**src/pot_pkg.sv**
```systemverilog
// How it works
// - interface select low gives the 3-wire shift port, high gives the two-wire slave
// - shift word is 10 bits, msb first: two channel bits then 8-bit code
// - with chip select low, each serial clock rising edge shifts in one bit
// - chip select rising edge loads the last 10 bits into the addressed channel
// - channel bits 00,01,10,11 pick channels one to four, upper bit first
// - power-down pin forces the open-drain serial output released (high)
// - clear pin low holds every wiper at midscale; it stays there after release
// - serial output changes on falling clock edge for the next chained device
// - slave address is 01011 followed by the upper and lower strap levels
// - matching address is acknowledged in the ninth clock; 1 means read
// - second written byte is the instruction; msb ignored, next two pick channel
// - instruction midscale bit loads the selected channel with midscale
// - instruction off bit shuts the selected channel, code kept for later
// - power-down pin shuts all channels; off bit only the selected one
// - two bits after the off bit drive the aux outputs; lsb ignored
// - byte after the instruction is the code, acknowledged in the ninth clock
// - read returns the code of the last selected channel right after address ack
// - address plus instruction alone selects the channel for readback
// - further data bytes keep updating; reads repeat; new instruction needs new address
// - a channel off bit is cleared only by reset or by writing it as 0 for that channel
// - reset presets every wiper code to midscale
// - each channel holds an 8-bit code selecting one of 256 taps
package pot_pkg;
  localparam int NUM_CHAN = 4;
  localparam int CHAN_BITS = 2;
  localparam int CODE_BITS = 8;
  localparam int SPI_WORD_BITS = 10;
  localparam int SPI_CHAN_LO = 8;
  localparam int SPI_MSB = 9;
  localparam logic [7:0] MID_CODE = 8'h80;
  localparam logic [4:0] I2C_ADDR_FIXED = 5'h0B;
  localparam int INSTR_CHAN_LO = 5;
  localparam int INSTR_MID_BIT = 4;
  localparam int INSTR_OFF_BIT = 3;
  localparam int INSTR_AUX_ONE_BIT = 2;
  localparam int INSTR_AUX_TWO_BIT = 1;
  localparam logic [3:0] BYTE_LAST_BIT = 4'h7;
  localparam logic [3:0] ACK_SLOT = 4'h8;
  localparam int MSB_OF_BYTE = 7;
  // synchronised pin vector layout
  localparam int PIN_COUNT = 10;
  localparam int PIN_SEL = 0;
  localparam int PIN_SCLK = 1;
  localparam int PIN_CS_N = 2;
  localparam int PIN_SDI = 3;
  localparam int PIN_SCL = 4;
  localparam int PIN_SDA = 5;
  localparam int PIN_PD_N = 6;
  localparam int PIN_CLR_N = 7;
  localparam int PIN_AD_UP = 8;
  localparam int PIN_AD_LO = 9;
  // idle levels: select, cs, scl, sda, power-down and clear rest high
  localparam logic [PIN_COUNT-1:0] PIN_RESET = 10'h0F5;
  typedef enum logic [2:0] {ST_IDLE, ST_ADDR, ST_INSTR, ST_DATA, ST_READ, ST_IGNORE} i2c_state_type;
endpackage

```
**src/pin_sync.sv**
```systemverilog
`timescale 1ns/1ps
`default_nettype none
module pin_sync #(
  parameter int WIDTH = 1,
  parameter logic [WIDTH-1:0] RESET_VALUE = '0
) (
  // clocking
  input wire logic sys_clk,
  input wire logic rst,
  input wire logic clk_en,
  // levels
  input wire logic [WIDTH-1:0] async_in,
  output logic [WIDTH-1:0] sync_out
);
  initial begin
    if (WIDTH < 1) $error("pin_sync: WIDTH must be at least 1");
  end
  // first stage feeds only the second stage
  for (genvar i = 0; i < WIDTH; i++) begin : g_bit
    logic meta;
    always_ff @(posedge sys_clk) begin
      if (rst) begin
        meta <= RESET_VALUE[i];
        sync_out[i] <= RESET_VALUE[i];
      end else if (clk_en) begin
        meta <= async_in[i];
        sync_out[i] <= meta;
      end
    end
  end
endmodule
`default_nettype wire

```
**src/quad_pot_serial_interface.sv**
```systemverilog
`timescale 1ns/1ps
`default_nettype none
module quad_pot_serial_interface (
  // clock, reset, enable
  input wire logic sys_clk,
  input wire logic rst,
  input wire logic clk_en,
  // static control pins
  input wire logic iface_select_pin,
  input wire logic power_down_n_pin,
  input wire logic clear_to_mid_n_pin,
  input wire logic addr_strap_upper,
  input wire logic addr_strap_lower,
  // three-wire shift port
  input wire logic spi_sclk,
  input wire logic spi_cs_n,
  input wire logic spi_sdi,
  output logic spi_sdo_out,
  output logic spi_sdo_oe,
  // two-wire slave port
  input wire logic scl_in,
  input wire logic sda_in,
  output logic sda_out,
  output logic sda_oe,
  // channel state
  output logic [pot_pkg::NUM_CHAN-1:0][pot_pkg::CODE_BITS-1:0] wiper_code,
  output logic [pot_pkg::NUM_CHAN-1:0] channel_shutdown,
  output logic aux_logic_out_one,
  output logic aux_logic_out_two
);
  import pot_pkg::*;

  // ----------------------------------------
  // pin synchronisers
  // ----------------------------------------
  logic [PIN_COUNT-1:0] pins_raw;
  logic [PIN_COUNT-1:0] pins;
  assign pins_raw[PIN_SEL] = iface_select_pin;
  assign pins_raw[PIN_SCLK] = spi_sclk;
  assign pins_raw[PIN_CS_N] = spi_cs_n;
  assign pins_raw[PIN_SDI] = spi_sdi;
  assign pins_raw[PIN_SCL] = scl_in;
  assign pins_raw[PIN_SDA] = sda_in;
  assign pins_raw[PIN_PD_N] = power_down_n_pin;
  assign pins_raw[PIN_CLR_N] = clear_to_mid_n_pin;
  assign pins_raw[PIN_AD_UP] = addr_strap_upper;
  assign pins_raw[PIN_AD_LO] = addr_strap_lower;

  pin_sync #(.WIDTH(PIN_COUNT), .RESET_VALUE(PIN_RESET)) u_sync (
    .sys_clk(sys_clk),
    .rst(rst),
    .clk_en(clk_en),
    .async_in(pins_raw),
    .sync_out(pins)
  );

  // delayed copies for edge detection, taken from the second stage
  logic sclk_d;
  logic cs_n_d;
  logic scl_d;
  logic sda_d;
  always_ff @(posedge sys_clk) begin
    if (rst) begin
      sclk_d <= 1'b0;
      cs_n_d <= 1'b1;
      scl_d <= 1'b1;
      sda_d <= 1'b1;
    end else if (clk_en) begin
      sclk_d <= pins[PIN_SCLK];
      cs_n_d <= pins[PIN_CS_N];
      scl_d <= pins[PIN_SCL];
      sda_d <= pins[PIN_SDA];
    end
  end

  wire logic i2c_mode = pins[PIN_SEL];
  wire logic spi_mode = ~pins[PIN_SEL];
  wire logic pd_active = ~pins[PIN_PD_N];
  wire logic clr_active = ~pins[PIN_CLR_N];

  // ----------------------------------------
  // three-wire shift port
  // ----------------------------------------
  wire logic spi_rise = spi_mode & pins[PIN_SCLK] & ~sclk_d;
  wire logic spi_fall = spi_mode & ~pins[PIN_SCLK] & sclk_d;
  wire logic spi_sel = ~pins[PIN_CS_N];
  wire logic spi_load = spi_mode & pins[PIN_CS_N] & ~cs_n_d;

  logic [SPI_WORD_BITS-1:0] spi_sr;
  logic sdo_bit;
  wire logic [CHAN_BITS-1:0] spi_ch = spi_sr[SPI_MSB:SPI_CHAN_LO];
  wire logic [CODE_BITS-1:0] spi_data = spi_sr[CODE_BITS-1:0];
  wire logic spi_msb = spi_sr[SPI_MSB];
  wire logic sdi_s = pins[PIN_SDI];

  // only the last ten bits survive the shift, longer frames pass through
  always_ff @(posedge sys_clk) begin
    if (rst) begin
      spi_sr <= '0;
    end else if (clk_en && spi_rise && spi_sel) begin
      spi_sr <= {spi_sr[SPI_WORD_BITS-2:0], sdi_s};
    end
  end

  // bit leaving the register is presented on the falling edge
  always_ff @(posedge sys_clk) begin
    if (rst) begin
      sdo_bit <= 1'b1;
    end else if (clk_en && spi_fall && spi_sel) begin
      sdo_bit <= spi_msb;
    end
  end

  // open drain: only ever pulls low; released while powered down
  assign spi_sdo_out = 1'b0;
  assign spi_sdo_oe = spi_mode & ~pd_active & ~sdo_bit;

  // ----------------------------------------
  // two-wire slave port
  // ----------------------------------------
  wire logic scl_s = pins[PIN_SCL];
  wire logic sda_s = pins[PIN_SDA];
  wire logic scl_rise = scl_s & ~scl_d;
  wire logic scl_fall = ~scl_s & scl_d;
  wire logic i2c_start = scl_s & scl_d & sda_d & ~sda_s;
  wire logic i2c_stop = scl_s & scl_d & ~sda_d & sda_s;

  i2c_state_type state;
  logic [3:0] bit_cnt;
  logic [7:0] rx_sr;
  logic [7:0] tx_sr;
  logic ack_drive;
  logic master_acked;
  logic [CHAN_BITS-1:0] sel_chan;

  wire logic [6:0] own_addr = {I2C_ADDR_FIXED, pins[PIN_AD_UP], pins[PIN_AD_LO]};
  wire logic addr_match = (rx_sr[7:1] == own_addr);
  wire logic rw_read = rx_sr[0];
  wire logic bus_event = i2c_start | i2c_stop;
  wire logic byte_done = i2c_mode & scl_fall & ~bus_event & (bit_cnt == BYTE_LAST_BIT);
  wire logic slot_done = i2c_mode & scl_fall & ~bus_event & (bit_cnt == ACK_SLOT);
  wire logic instr_we = byte_done & (state == ST_INSTR);
  wire logic data_we = byte_done & (state == ST_DATA);
  wire logic mid_we = instr_we & rx_sr[INSTR_MID_BIT];
  wire logic [CHAN_BITS-1:0] instr_ch = rx_sr[INSTR_CHAN_LO+CHAN_BITS-1:INSTR_CHAN_LO];
  wire logic next_ack = ((state == ST_ADDR) & addr_match) | (state == ST_INSTR) | (state == ST_DATA);
  wire logic go_read = slot_done & (((state == ST_ADDR) & addr_match & rw_read) | ((state == ST_READ) & master_acked));

  // next state at the end of each ack slot
  i2c_state_type next_state;
  always_comb begin
    next_state = state;
    unique case (state)
      ST_IDLE: next_state = ST_IDLE;
      ST_ADDR: next_state = addr_match ? (rw_read ? ST_READ : ST_INSTR) : ST_IGNORE;
      ST_INSTR: next_state = ST_DATA;
      ST_DATA: next_state = ST_DATA;
      ST_READ: next_state = master_acked ? ST_READ : ST_IGNORE;
      ST_IGNORE: next_state = ST_IGNORE;
    endcase
  end

  // a start wins unless interface select is low, so a repeated start re-enters the address phase
  always_ff @(posedge sys_clk) begin
    if (rst) begin
      state <= ST_IDLE;
      bit_cnt <= '0;
      ack_drive <= 1'b0;
    end else if (clk_en) begin
      if (!i2c_mode || i2c_stop) begin
        state <= ST_IDLE;
        bit_cnt <= '0;
        ack_drive <= 1'b0;
      end else if (i2c_start) begin
        state <= ST_ADDR;
        // the start's own scl fall is no data bit: it wraps this to zero
        bit_cnt <= '1;
        ack_drive <= 1'b0;
      end else if (scl_fall && state != ST_IDLE) begin
        if (bit_cnt == BYTE_LAST_BIT) begin
          bit_cnt <= ACK_SLOT;
          ack_drive <= next_ack;
        end else if (bit_cnt == ACK_SLOT) begin
          bit_cnt <= '0;
          ack_drive <= 1'b0;
          state <= next_state;
        end else begin
          bit_cnt <= bit_cnt + 4'h1;
        end
      end
    end
  end

  // receive on rising scl; in the read ack slot, sample the master's answer
  always_ff @(posedge sys_clk) begin
    if (rst) begin
      rx_sr <= '0;
      master_acked <= 1'b0;
    end else if (clk_en && i2c_mode && scl_rise) begin
      if (bit_cnt < ACK_SLOT) begin
        rx_sr <= {rx_sr[6:0], sda_s};
      end else begin
        master_acked <= ~sda_s;
      end
    end
  end

  // transmit: load right after the ack slot, shift on each falling scl
  always_ff @(posedge sys_clk) begin
    if (rst) begin
      tx_sr <= '1;
    end else if (clk_en) begin
      if (go_read) begin
        tx_sr <= wiper_code[sel_chan];
      end else if (scl_fall && state == ST_READ && bit_cnt < BYTE_LAST_BIT) begin
        tx_sr <= {tx_sr[6:0], 1'b1};
      end
    end
  end

  // instruction side effects; the lsb and the msb are never looked at
  always_ff @(posedge sys_clk) begin
    if (rst) begin
      sel_chan <= '0;
      aux_logic_out_one <= 1'b0;
      aux_logic_out_two <= 1'b0;
    end else if (clk_en && instr_we) begin
      sel_chan <= instr_ch;
      aux_logic_out_one <= rx_sr[INSTR_AUX_ONE_BIT];
      aux_logic_out_two <= rx_sr[INSTR_AUX_TWO_BIT];
    end
  end

  wire logic read_drive = (state == ST_READ) & (bit_cnt < ACK_SLOT) & ~tx_sr[MSB_OF_BYTE];
  assign sda_out = 1'b0;
  assign sda_oe = i2c_mode & (ack_drive | read_drive);

  // ----------------------------------------
  // per-channel code and shutdown
  // ----------------------------------------
  logic [NUM_CHAN-1:0] off_bit;
  for (genvar g = 0; g < NUM_CHAN; g++) begin : g_chan
    wire logic hit_spi = spi_load & (spi_ch == CHAN_BITS'(g));
    wire logic hit_mid = mid_we & (instr_ch == CHAN_BITS'(g));
    wire logic hit_data = data_we & (sel_chan == CHAN_BITS'(g));
    wire logic hit_instr = instr_we & (instr_ch == CHAN_BITS'(g));
    // clear holds midscale; no prior code is remembered for after release
    always_ff @(posedge sys_clk) begin
      if (rst) begin
        wiper_code[g] <= MID_CODE;
      end else if (clk_en) begin
        if (clr_active) begin
          wiper_code[g] <= MID_CODE;
        end else if (hit_spi) begin
          wiper_code[g] <= spi_data;
        end else if (hit_mid) begin
          wiper_code[g] <= MID_CODE;
        end else if (hit_data) begin
          wiper_code[g] <= rx_sr;
        end
      end
    end
    always_ff @(posedge sys_clk) begin
      if (rst) begin
        off_bit[g] <= 1'b0;
      end else if (clk_en && hit_instr) begin
        off_bit[g] <= rx_sr[INSTR_OFF_BIT];
      end
    end
  end
  // code register is untouched by shutdown, so exit restores the setting
  assign channel_shutdown = off_bit | {NUM_CHAN{pd_active}};
endmodule
`default_nettype wire

```
**config.mk**
```make
export PLATFORM = sky130hd
export DESIGN_NAME = quad_pot_serial_interface
export DESIGN_NICKNAME = d
export VERILOG_FILES = /design/src/pot_pkg.sv /design/src/pin_sync.sv /design/src/quad_pot_serial_interface.sv
export SDC_FILE = /design/constraint.sdc
export NUM_CORES = 1
export LEC_CHECK = 0
export BUFFER_PORTS_ARGS = -buffer_cell sky130_fd_sc_hd__buf_2
export CORE_MARGIN = 2
export CORE_UTILIZATION = 44
export CTS_BUF_LIST = sky130_fd_sc_hd__clkbuf_4 sky130_fd_sc_hd__clkbuf_8 sky130_fd_sc_hd__clkbuf_16
export CTS_CLUSTER_SIZE = 10
export DETAILED_ROUTE_END_ITERATION = 8
export MAX_ROUTING_LAYER = met4
export PLACE_DENSITY_LB_ADDON = 0.3
export SLEW_MARGIN = 15
export SYNTH_ARGS = -nofsm -noshare
export SYNTH_HDL_FRONTEND = slang
export SYNTH_SLANG_ARGS = --single-unit
```
**constraint.sdc**
```tcl
create_clock -name sys_clk -period 3.1 [get_ports sys_clk]
set_input_delay 0.31 -clock sys_clk [delete_from_list [all_inputs] [get_ports sys_clk]]
set_output_delay 0.31 -clock sys_clk [all_outputs]
set_load 0.01 [all_outputs]
```
# After elaboration in Yosys (flattened, before gate mapping)
# Cells that the tools add are included.
[classes]
n_addsub = 1
order_cmp = 3
n_eq_ne = 22
reduce_logical = 36
div_mod_pow = 0
shift = 0
muxes = 39
bitwise_logic = 65
mul = 0
[ops]
columns = ["cell", "n"]
rows = [
  ["$mux W8", 19],
  ["$and A1 B1 Y1", 45],
  ["$mux W3", 7],
  ["$mux W4", 5],
  ["$bmux W8 S2", 1],
  ["$ne A4 B4 Y1 const B", 4],
  ["$reduce_and A2 Y1", 8],
  ["$pmux W3 S5", 1],
  ["$logic_and A1 B1 Y1", 14],
  ["$not A1 Y1", 14],
  ["$eq A2 B2 Y1 const B", 6],
  ["$reduce_bool A3 Y1", 3],
  ["$eq A7 B6 Y1", 1],
  ["$eq A2 B1 Y1 const B", 3],
  ["$eq A3 B2 Y1 const B", 2],
  ["$eq A3 B3 Y1 const B", 2],
  ["$logic_not A2 Y1", 3],
  ["$mux W1", 6],
  ["$or A1 B1 Y1", 5],
  ["$add A4 B1 Y4 const B", 1],
  ["$eq A4 B3 Y1 const B", 1],
  ["$eq A4 B4 Y1 const B", 1],
  ["$lt A4 B3 Y1 const B", 1],
  ["$lt A4 B4 Y1 const B", 1],
  ["12 further kinds", 12],
]
[word_totals]
latchBits = 0
mem_count = 0
elab_cells = 209
input_bits = 13
mem_bits_ro = 0
regBits = 100
ram_bits = 0

# Depth between registers and ports, before layout
# Gate-level depths: netlist of run 1.
[depth]
word_depth = 13
mapped_depth = 8

# By module
# From an unflattened synthesis of run 1, not the netlist that was laid out.
[unflattened]
cells_unflattened = 550
area_unflattened_um2 = 5091.1
[by_module_without_submodules]
columns = ["module", "cells_per_inst", "seq_area_each_um2", "area_each_um2", "n_inst"]
rows = [
  ["quad_pot_serial_interface", 485, 1601.5, 4345.4, 1],
  ["pin_sync", 65, 400.4, 745.7, 1],
]

# Worst setup path before layout of run 1
# OpenSTA, ideal clock, no wires.
[synth_timing]
path_kind = "register -> register"
start = "register bit_cnt[0]"
end = "register wiper_code[7] in the netlist's numbering"
t_arrival_ps = 2022
stages_incl_launch_ff = 8
setup_slack_ps = 952
setup_time_ps = 127
path_cell_list = "dfxtp_1 ha_1 nand4b_4 nor3_2 a211oi_2 or3_1 buf_2 a2bb2oi_1"
[synth_between]
elab_chain_len = 8
elab_cells_between_ends = 12
cone_classes = "2 x eq/ne; 3 x mux; 6 x bitwise; 1 x reduce/logical"
[synth_rtl]
columns = ["item", "line_no", "rtl"]
rows = [
  ["from (decl)", "quad_pot_serial_interface.sv:129", "logic [3:0] bit_cnt;"],
  ["from (signal assigned)", "quad_pot_serial_interface.sv:188", "bit_cnt <= bit_cnt + 4'h1;"],
  ["$eq A4 B3 Y1 (*)", "quad_pot_serial_interface.sv:140", "wire logic byte_done = i2c_mode & scl_fall & ~bus_event & (bit_cnt == BYTE_LAST_BIT);"],
  ["$and A1 B1 Y1 (*)", "quad_pot_serial_interface.sv:140", ""],
  ["$and A1 B1 Y1", "quad_pot_serial_interface.sv:142", "wire logic instr_we = byte_done & (state == ST_INSTR);"],
  ["$and A1 B1 Y1", "quad_pot_serial_interface.sv:144", "wire logic mid_we = instr_we & rx_sr[INSTR_MID_BIT];"],
  ["$and A1 B1 Y1", "quad_pot_serial_interface.sv:244", "wire logic hit_mid = mid_we & (instr_ch == CHAN_BITS'(g));"],
  ["$mux W8", "quad_pot_serial_interface.sv:256", "end else if (hit_mid) begin"],
  ["$mux W8", "quad_pot_serial_interface.sv:254", "end else if (hit_spi) begin"],
  ["$mux W8", "quad_pot_serial_interface.sv:252", "if (clr_active) begin"],
  ["to (signal, indexed assignment)", "quad_pot_serial_interface.sv:255", "wiper_code[g] <= spi_data;"],
  ["to (signal, indexed assignment)", "quad_pot_serial_interface.sv:259", "wiper_code[g] <= rx_sr;"],
  ["to (decl)", "quad_pot_serial_interface.sv:26", "output logic [pot_pkg::NUM_CHAN-1:0][pot_pkg::CODE_BITS-1:0] wiper_code,"],
]
# Mark *: on every way between the ends. The rest lies on a longest branch, timed or not.
# A chain may end at the register's enable or synchronous reset.

# Worst setup path after layout of run 1
# Same ends and word-level chain as after synthesis.

==> results of run 1 <==
-- registers in the layout, indices dropped and copies added (netlist names), 2 cells and up --
register and flops:
off_bit 4, tx_sr 8, bit_cnt 4, sel_chan 2, rx_sr 8, u_sync.g_bit.meta 10
spi_sr 10, wiper_code 32, state 3, u_sync.sync_out 10
-- cells in the final DEF, fill, tap and decap left out, drive strengths merged, types with 4 or more instances in the layout --
cell	instances
o21ai	10
nor3b	5
or3	6
nor3	7
mux2i	58
dfxtp	100
nand3	24
o31ai	17
buf	62
mux4	8
nand2b	8
nand2	37
inv	18
clkbuf	11
a2bb2oi	9
a22oi	23
a211oi	7
o41ai	4
a21oi	19
nand3b	5
o2bb2ai	11
nor4	7
nor2	55
-- power by group through the flow --
stage / registers (µW) / logic, µW / clock network [µW]
floorplan: 1340 / 104 / 0
global placement: 1350 / 129 / 0
detailed placement: 1350 / 133 / 0
CTS: 1320 / 134 / 1020
global route: 1320 / 148 / 1070
finish: 1320 / 135 / 1000
-- worst max-delay path, cell delays in order (launching register included) --
cell,delay [ns]
dfxtp_1,0.43
ha_1,0.34
nand4b_4,0.25
nor3_2,0.45
a211oi_2,0.19
or3_1,0.52
a2bb2oi_1,0.19
-- cells by family (layout without fill, tap and decap cells) --
logic type | Yosys count | count (layout) | synth area share [%]
fa+ha+maj | 2 | 2 | 0.508
flops | 100 | 100 | 40.6
other cells | 1 | 2 | 0.0761
simple gates | 168 | 168 | 18.2
mux | 67 | 67 | 15.7
xor+xnor | 3 | 3 | 0.533
compound gates | 122 | 122 | 19.3
buf+inv | 58 | 95 | 5.10
-- through the flow --
stage          cells  instance area [µm²]
2_1_floorplan    522                 4930
3_3_place_gp     684                 5260
5_1_grt          699                 5500
3_5_place_dp     684                 5260
6_report         699                 5500
4_1_cts          699                 5500
-- final cells by class --
type / count / share of cell area, %
Clock buffer: 11 / 2.64
Clock inverter: 4 / 1.77
Inverter: 18 / 1.23
Multi-Input combinational cell: 364 / 48.7
Sequential cell: 100 / 36.4
Tap cell: 140 / 3.18
Timing Repair Buffer: 62 / 6.10
-- routing by layer --
| layer | up-vias | share of wire [%] | wire, µm | track usage, % |
|---|---|---|---|---|
| li1 | 1992 | - | - | - |
| met1 | 1994 | 43 | 5490 | 28.3 |
| met2 | 126 | 49 | 6230 | 36.0 |
| met3 | 27 | 5.0 | 629 | 4.39 |
| met4 | 0 | 2.2 | 284 | 7.23 |
| met5 | - | 0 | 0 | - |
-- worst paths after layout --
path                     endpoint  slack (ns)  cells past startpoint
max                 wiper_code[7]        0.61                      6
min          u_sync.g_bit[5].meta        0.15                      3
max reg2reg         wiper_code[7]        0.61                      6
min reg2reg            off_bit[2]        0.47                      2
==> reports/summary.log, run 1 <==
[outcome] status complete, no violations
[synth] fraction of the yosys area taken by sequential cells 40.6%
[synth] post-synthesis cell count 521
[route] number of violations reported at the end of detailed-routing iteration 0 330
[worst_setup_path] Critical Path End Type flop
[synth] number of synthesized flops with an enable pin 0
[sta] time the worst path needs with I/O delays and setup 2.49 ns
[clock_network] clock tree from TritonCTS yes
[synth] Synth top area share 40.6%
[final_layout] utilization after layout 50.5%
[sta] Slew Limit Headroom 42.2%
[synth] cell type with the highest aggregate area in the netlist dfxtp_1
[die] Core ar. 10900 µm²
[placed_design] weighted congestion reported at the end of routability-driven placement 0.924
[synth] synth unique cells 63
[synth] Synth Warn # 0
[route] Routed WL per cell 18.1 µm
[min_path] type of the worst min-delay path input pin to flop
[route] routed wire length 12600 µm
[route] ratio of routed vias to standard cells 5.92
[clock_network] clock buffer count from CTS 9
[pwr] Net Sw Power 545 µW
[worst_setup_path] highest net fanout along the worst path 10
[sta] TNS Setup 0 ns
[route] Post-DRT Antenna Nets 0
[final_layout] final-stage net count 570
[synth] FF+latch count, synth 100
[clock_network] quantity of hold-fixing buffers added after cts 0
[worst_setup_path] launch point of the worst path bit_cnt[0]
[clock_network] clock slew seen by the registers of the worst setup and hold paths 0.10 ns
[sta] post-layout worst setup margin 0.605 ns
[global_routing] total overflow reported by the global router 0
[clock_network] Max Buffers Root-to-Sink 2
[clock_network] later-pin clock latency in the skew report 0.37 ns
[die] die width 110 µm
[final_layout] FF+latch area 2000 µm²
[clock_network] buffer type at the clock tree root clkbuf_8
[synth] Post-Syn Area per Cell 9.46 µm²
[global_routing] total routing usage reported by global routing 22.4%
[sta] setup repair after global routing missed its margin no
[pwr] leak pwr 0.00219 µW
[pwr] switching part of the total power 22.2%
[min_path] source of the worst hold timing path sda_in
[pwr] Seq pwr share 53.7%
[worst_setup_path] data required time at the worst endpoint 3.35 ns
[final_layout] area of the multi-input gates 2680 µm²
[synth] synthesized area 4930 µm²
[sta] share of the clock period used by the worst path after layout 80.5%
[placed_design] post-place setup slack 0.674 ns
[global_routing] vias in the first global route 3989
[placed_design] detailed placement HPWL 8810 µm
[global_routing] pin count of the biggest net entering global routing 50
[die] I/O pin count 55
[final_layout] fraction of final layout cells sized beyond drive strength 1 19.0%
[route] total number of vias 4139
[synth] Async S/R FF share, synth 0%
[clock_network] CTS sink cnt 100
[worst_setup_path] critical path type flop to flop
[synth] top post-synthesis cells by count dfxtp_1, mux2i_1, nor2_1, nand2_1, nand3_1
[clock_network] number of H-tree levels 3
[pwr] combinational group share of total power 5.5%
[pwr] portion of total power attributed to the clock network 40.8%
[job] number of violations of the max-capacitance limit 0
[die] number of placement rows 38
[placed_design] Port Buffers 52
[worst_setup_path] data arrival time of the worst path 2.74 ns
[final_layout] Synth-to-Final Area Change 11.6%
[die] effective utilization at floorplan 45.3%
[worst_setup_path] FF-to-FF Start bit_cnt[0]
[sta] final hold violations 0
[final_layout] number of diodes added for antenna fixing 0
[route] Remaining DRCs 0
[global_routing] first-pass GRT wire length 20200 µm
[synth] main flop type after synthesis dfxtp_1
[global_routing] antenna violations before repair 0
[worst_setup_path] crit start category flop
[clock_network] number of gates resized after CTS 0
[sta] maximum achievable frequency 401 MHz
[die] chip height 110 µm
[pwr] final total power 2460 µW
[synth] most instantiated library cell after synthesis dfxtp_1
[pwr] Internal Dissipation 1910 µW
[die] Die Footprint 12100 µm²
[sta] final max-slew violation count 0
[pwr] VDD IR max 0.308 mV
[synth] Area contributors post-synth dfxtp_1, mux2i_1, nor2_1, mux4_2, a22oi_1
[sta] Final Setup Violations 0
[route] Detailed Routing Iterations Pass 1 7
[sta] Layout Skew 0.0167 ns
[sta] slew at the pin closest to its max-slew limit 0.864 ns
[final_layout] fillers 1013
[sta] worst-case hold slack 0.151 ns
[pwr] PD cells 446 nW/µm²
[clock_network] buffer count from post-CTS setup fixing 0
Power figures use the tool's default switching activity.
==> run 2, diff against run 1 <==
==> constraint.sdc (replaced) <==
create_clock -name sys_clk -period 2.4 [get_ports sys_clk]
set_input_delay 0.24 -clock sys_clk [delete_from_list [all_inputs] [get_ports sys_clk]]
set_output_delay 0.24 -clock sys_clk [all_outputs]
set_load 0.01 [all_outputs]
==> run 2 against run 1 <==
Effect of this change:
- the flow now finishes with violations (setup timing)
- total power increased by 21%
- sequential share of layout area decreased by 0.55 points
- count of clock-buffer cells in the layout decreased by 1
- maximum frequency increased by 3.8%
==> reports/summary.log, run 2 (synthesis results as in run 1) <==
[sta] slew at the pin closest to its max-slew limit 1.14 ns [+0.274 ns]
[sta] Layout Skew 0.0104 ns [-0.00627 ns]
[placed_design] detailed placement HPWL 9190 µm [+4.2%]
[worst_setup_path] data required time at the worst endpoint 2.65 ns [-0.70 ns]
[final_layout] register bank with the most flops wiper_code
[sta] time the worst path needs with I/O delays and setup 2.40 ns [-0.0916 ns]
[sta] Slew Limit Headroom 23.7% [-18 points]
[min_path] type of the worst min-delay path input pin to flop
[worst_setup_path] R2R depth 6 [unchanged]
[route] ratio of routed vias to standard cells 5.91 [-0.16%]
[clock_network] later-pin clock latency in the skew report 0.37 ns [about the same]
[placed_design] total cell area at the placement stage 5380 µm² [+2.3%]
[outcome] status complete, but fails checks
[global_routing] met3 Resource Use GR 3.50% [-0.89 points]
[pwr] portion of total power attributed to the clock network 36.8% [-4.0 points]
[pwr] leak pwr 0.00225 µW [+2.9%]
[clock_network] CTS sink cnt 100 [unchanged]
[pwr] Seq pwr share 57.1% [+3.4 points]
[global_routing] first-pass GRT wire length 20200 µm [-0.24%]
[worst_setup_path] flop2flop setup slack -0.003 ns [-0.61 ns]
[route] Post-DRT Antenna Nets 0 [unchanged]
[clock_network] clock tree from TritonCTS yes
[final_layout] final-stage net count 586 [+2.8%]
[die] Core ar. 10900 µm² [unchanged]
[worst_setup_path] data arrival time of the worst path 2.66 ns [-0.08 ns]
[global_routing] vias in the first global route 3967 [-0.55%]
[die] die width 110 µm [unchanged]
[global_routing] M2 GR Usage 36.6% [+0.61 points]
[placed_design] total instance count after detailed placement 700 [+2.3%]
[sta] setup repair after global routing missed its margin yes
[pwr] combinational group share of total power 6.1% [+0.6 points]
[clock_network] number of H-tree levels 3 [unchanged]
[pwr] VDD IR max 0.340 mV [+11%]
[route] routed wire length 12800 µm [+1.2%]
[global_routing] pin count of the biggest net entering global routing 50 [unchanged]
[global_routing] total routing usage reported by global routing 22.4% [about the same]
[final_layout] max reg flops 32 [unchanged]
[die] Die Footprint 12100 µm² [unchanged]
[final_layout] most frequent standard cell in the layout excluding fill and tap cells dfxtp_1
[worst_setup_path] crit start category flop
[global_routing] antenna violations before repair 0 [unchanged]
[final_layout] utilization after layout 51.3% [+0.78 points]
[final_layout] fraction of final layout cells sized beyond drive strength 1 21.5% [+2.6 points]
[worst_setup_path] Worst R2R End wiper_code[7]
[clock_network] Max Buffers Root-to-Sink 2 [unchanged]
[die] number of placement rows 38 [unchanged]
[clock_network] clock slew seen by the registers of the worst setup and hold paths 0.10 ns [about the same]
[die] chip height 110 µm [unchanged]
[min_path] number of instances on the worst hold path 3 [unchanged]
[worst_setup_path] critical path type flop to flop
[sta] Final Setup Violations 1 [+1]
[placed_design] weighted congestion reported at the end of routability-driven placement 0.926 [+0.24%]
[sta] worst-case hold slack 0.0752 ns [-0.0754 ns]
[placed_design] Port Buffers 52 [unchanged]
[pwr] Net Sw Power 723 µW [+33%]
[final_layout] leading cell types in the layout, fill and taps excluded dfxtp_1, mux2i_1, nor2_1
[sta] maximum achievable frequency 416 MHz [+3.8%]
[min_path] destination of the worst hold path u_sync.g_bit[5].meta
[sta] share of the clock period used by the worst path after layout 100% [+20 points]
[die] I/O pin count 55 [unchanged]
[route] total number of vias 4233 [+2.3%]
[route] Routed WL per cell 17.9 µm [-1.2%]
[pwr] Internal Dissipation 2250 µW [+18%]
[placed_design] post-place setup slack 0.0726 ns [-0.601 ns]
[die] effective utilization at floorplan 45.3% [unchanged]
[route] Detailed Routing Iterations Pass 1 5 [-2]
[global_routing] GR Layer Usage met1 28.6% [+0.35 points]
[sta] final max-slew violation count 0 [unchanged]
[sta] final hold violations 0 [unchanged]
[worst_setup_path] Critical Path End Type flop
[job] number of violations of the max-capacitance limit 0 [unchanged]
[final_layout] Final Instance Count excl. Fillers 716 [+2.4%]
[worst_setup_path] FF-to-FF Start bit_cnt[0]
[outcome] violations in the final reports setup timing
[final_layout] Synth-to-Final Area Change 13.4%
[final_layout] number of diodes added for antenna fixing 0 [unchanged]
[route] Remaining DRCs 0 [unchanged]
[pwr] PD cells 533 nW/µm² [+19%]
[min_path] source of the worst hold timing path sda_in
[worst_setup_path] highest net fanout along the worst path 10 [unchanged]
[clock_network] clock buffer count from CTS 9 [unchanged]
[pwr] switching part of the total power 24.3% [+2.1 points]
[global_routing] total overflow reported by the global router 0 [unchanged]
[final_layout] final non-filler cell area 5590 µm² [+1.5%]
[global_routing] busiest grt layer met2
[clock_network] buffer type at the clock tree root clkbuf_8
[sta] post-layout worst setup margin -0.00305 ns [-0.608 ns]
[route] number of violations reported at the end of detailed-routing iteration 0 480 [+45%]
run 2: cell types whose count changed in the layout (fill, tap and decap cells not counted), sizes merged:
cell / delta
bufinv: -2
buf: +16
clkbuf: -1
clkinvlp: +1
clkinv: +3
run 2: area by class of cell:
class / count / area [µm²]
clock inverters: 6 / 63.8
flip-flops and latches: 100 / 2000
multi-input cells: 364 / 2690
well taps: 140 / 175
fillers: 1026 / 5300
clock buffers: 10 / 138
repair buffers: 78 / 455
inverters: 18 / 67.6
run 2: power groups by stage:
stage / sequential (µW) / combinational (µW) / clock [µW]
floorplan: 1730 / 134 / 0
global placement: 1740 / 176 / 0
detailed placement: 1740 / 180 / 0
CTS: 1700 / 181 / 1120
global route: 1700 / 199 / 1190
finish: 1700 / 181 / 1100
run 2: what timing repair did:
| action | CTS | global route |
|---|---|---|
| buffers inserted | 0 | 0 |
| endpoints found under the setup margin | 0 | 16 |
| gates resized for setup | 0 | 1 |
| hold buffers | 0 | 0 |
run 2: critical path, stage by stage (launching register included):
cell,delay [ns]
dfxtp_1,0.42
ha_1,0.33
nand4b_4,0.27
nor4_1,0.42
a211oi_2,0.14
or3_1,0.52
a2bb2oi_1,0.19
run 2: routing by layer:
| metal | part of all wire (%) | routed length, µm |
|---|---|---|
| met4 | 1.5 | 191 |
| met1 | 44 | 5570 |
| met3 | 6.5 | 826 |
| met2 | 49 | 6200 |
| met5 | 0 | 0 |
run 2: worst max-delay path by stage:
stage | start | endpoint | slack (ns) | cells after the start
finish | bit_cnt[0] | wiper_code[7] | -0.003 | 6
global route | bit_cnt[0] | wiper_code[7] | -0.08 | 6
CTS | bit_cnt[0] | wiper_code[7] | 0.03 | 6
detailed placement | bit_cnt[0] | wiper_code[7] | 0.07 | 6
global placement | bit_cnt[0] | wiper_code[7] | 0.19 | 6
floorplan | bit_cnt[0] | wiper_code[7] | 0.25 | 7
run 2: metrics by stage:
stage               power [µW]  TNS [ns]
floorplan                 1870         0
global placement          1910         0
detailed placement        1920         0
CTS                       3000         0
global route              3090    -0.725
finish                    2980  -0.00305
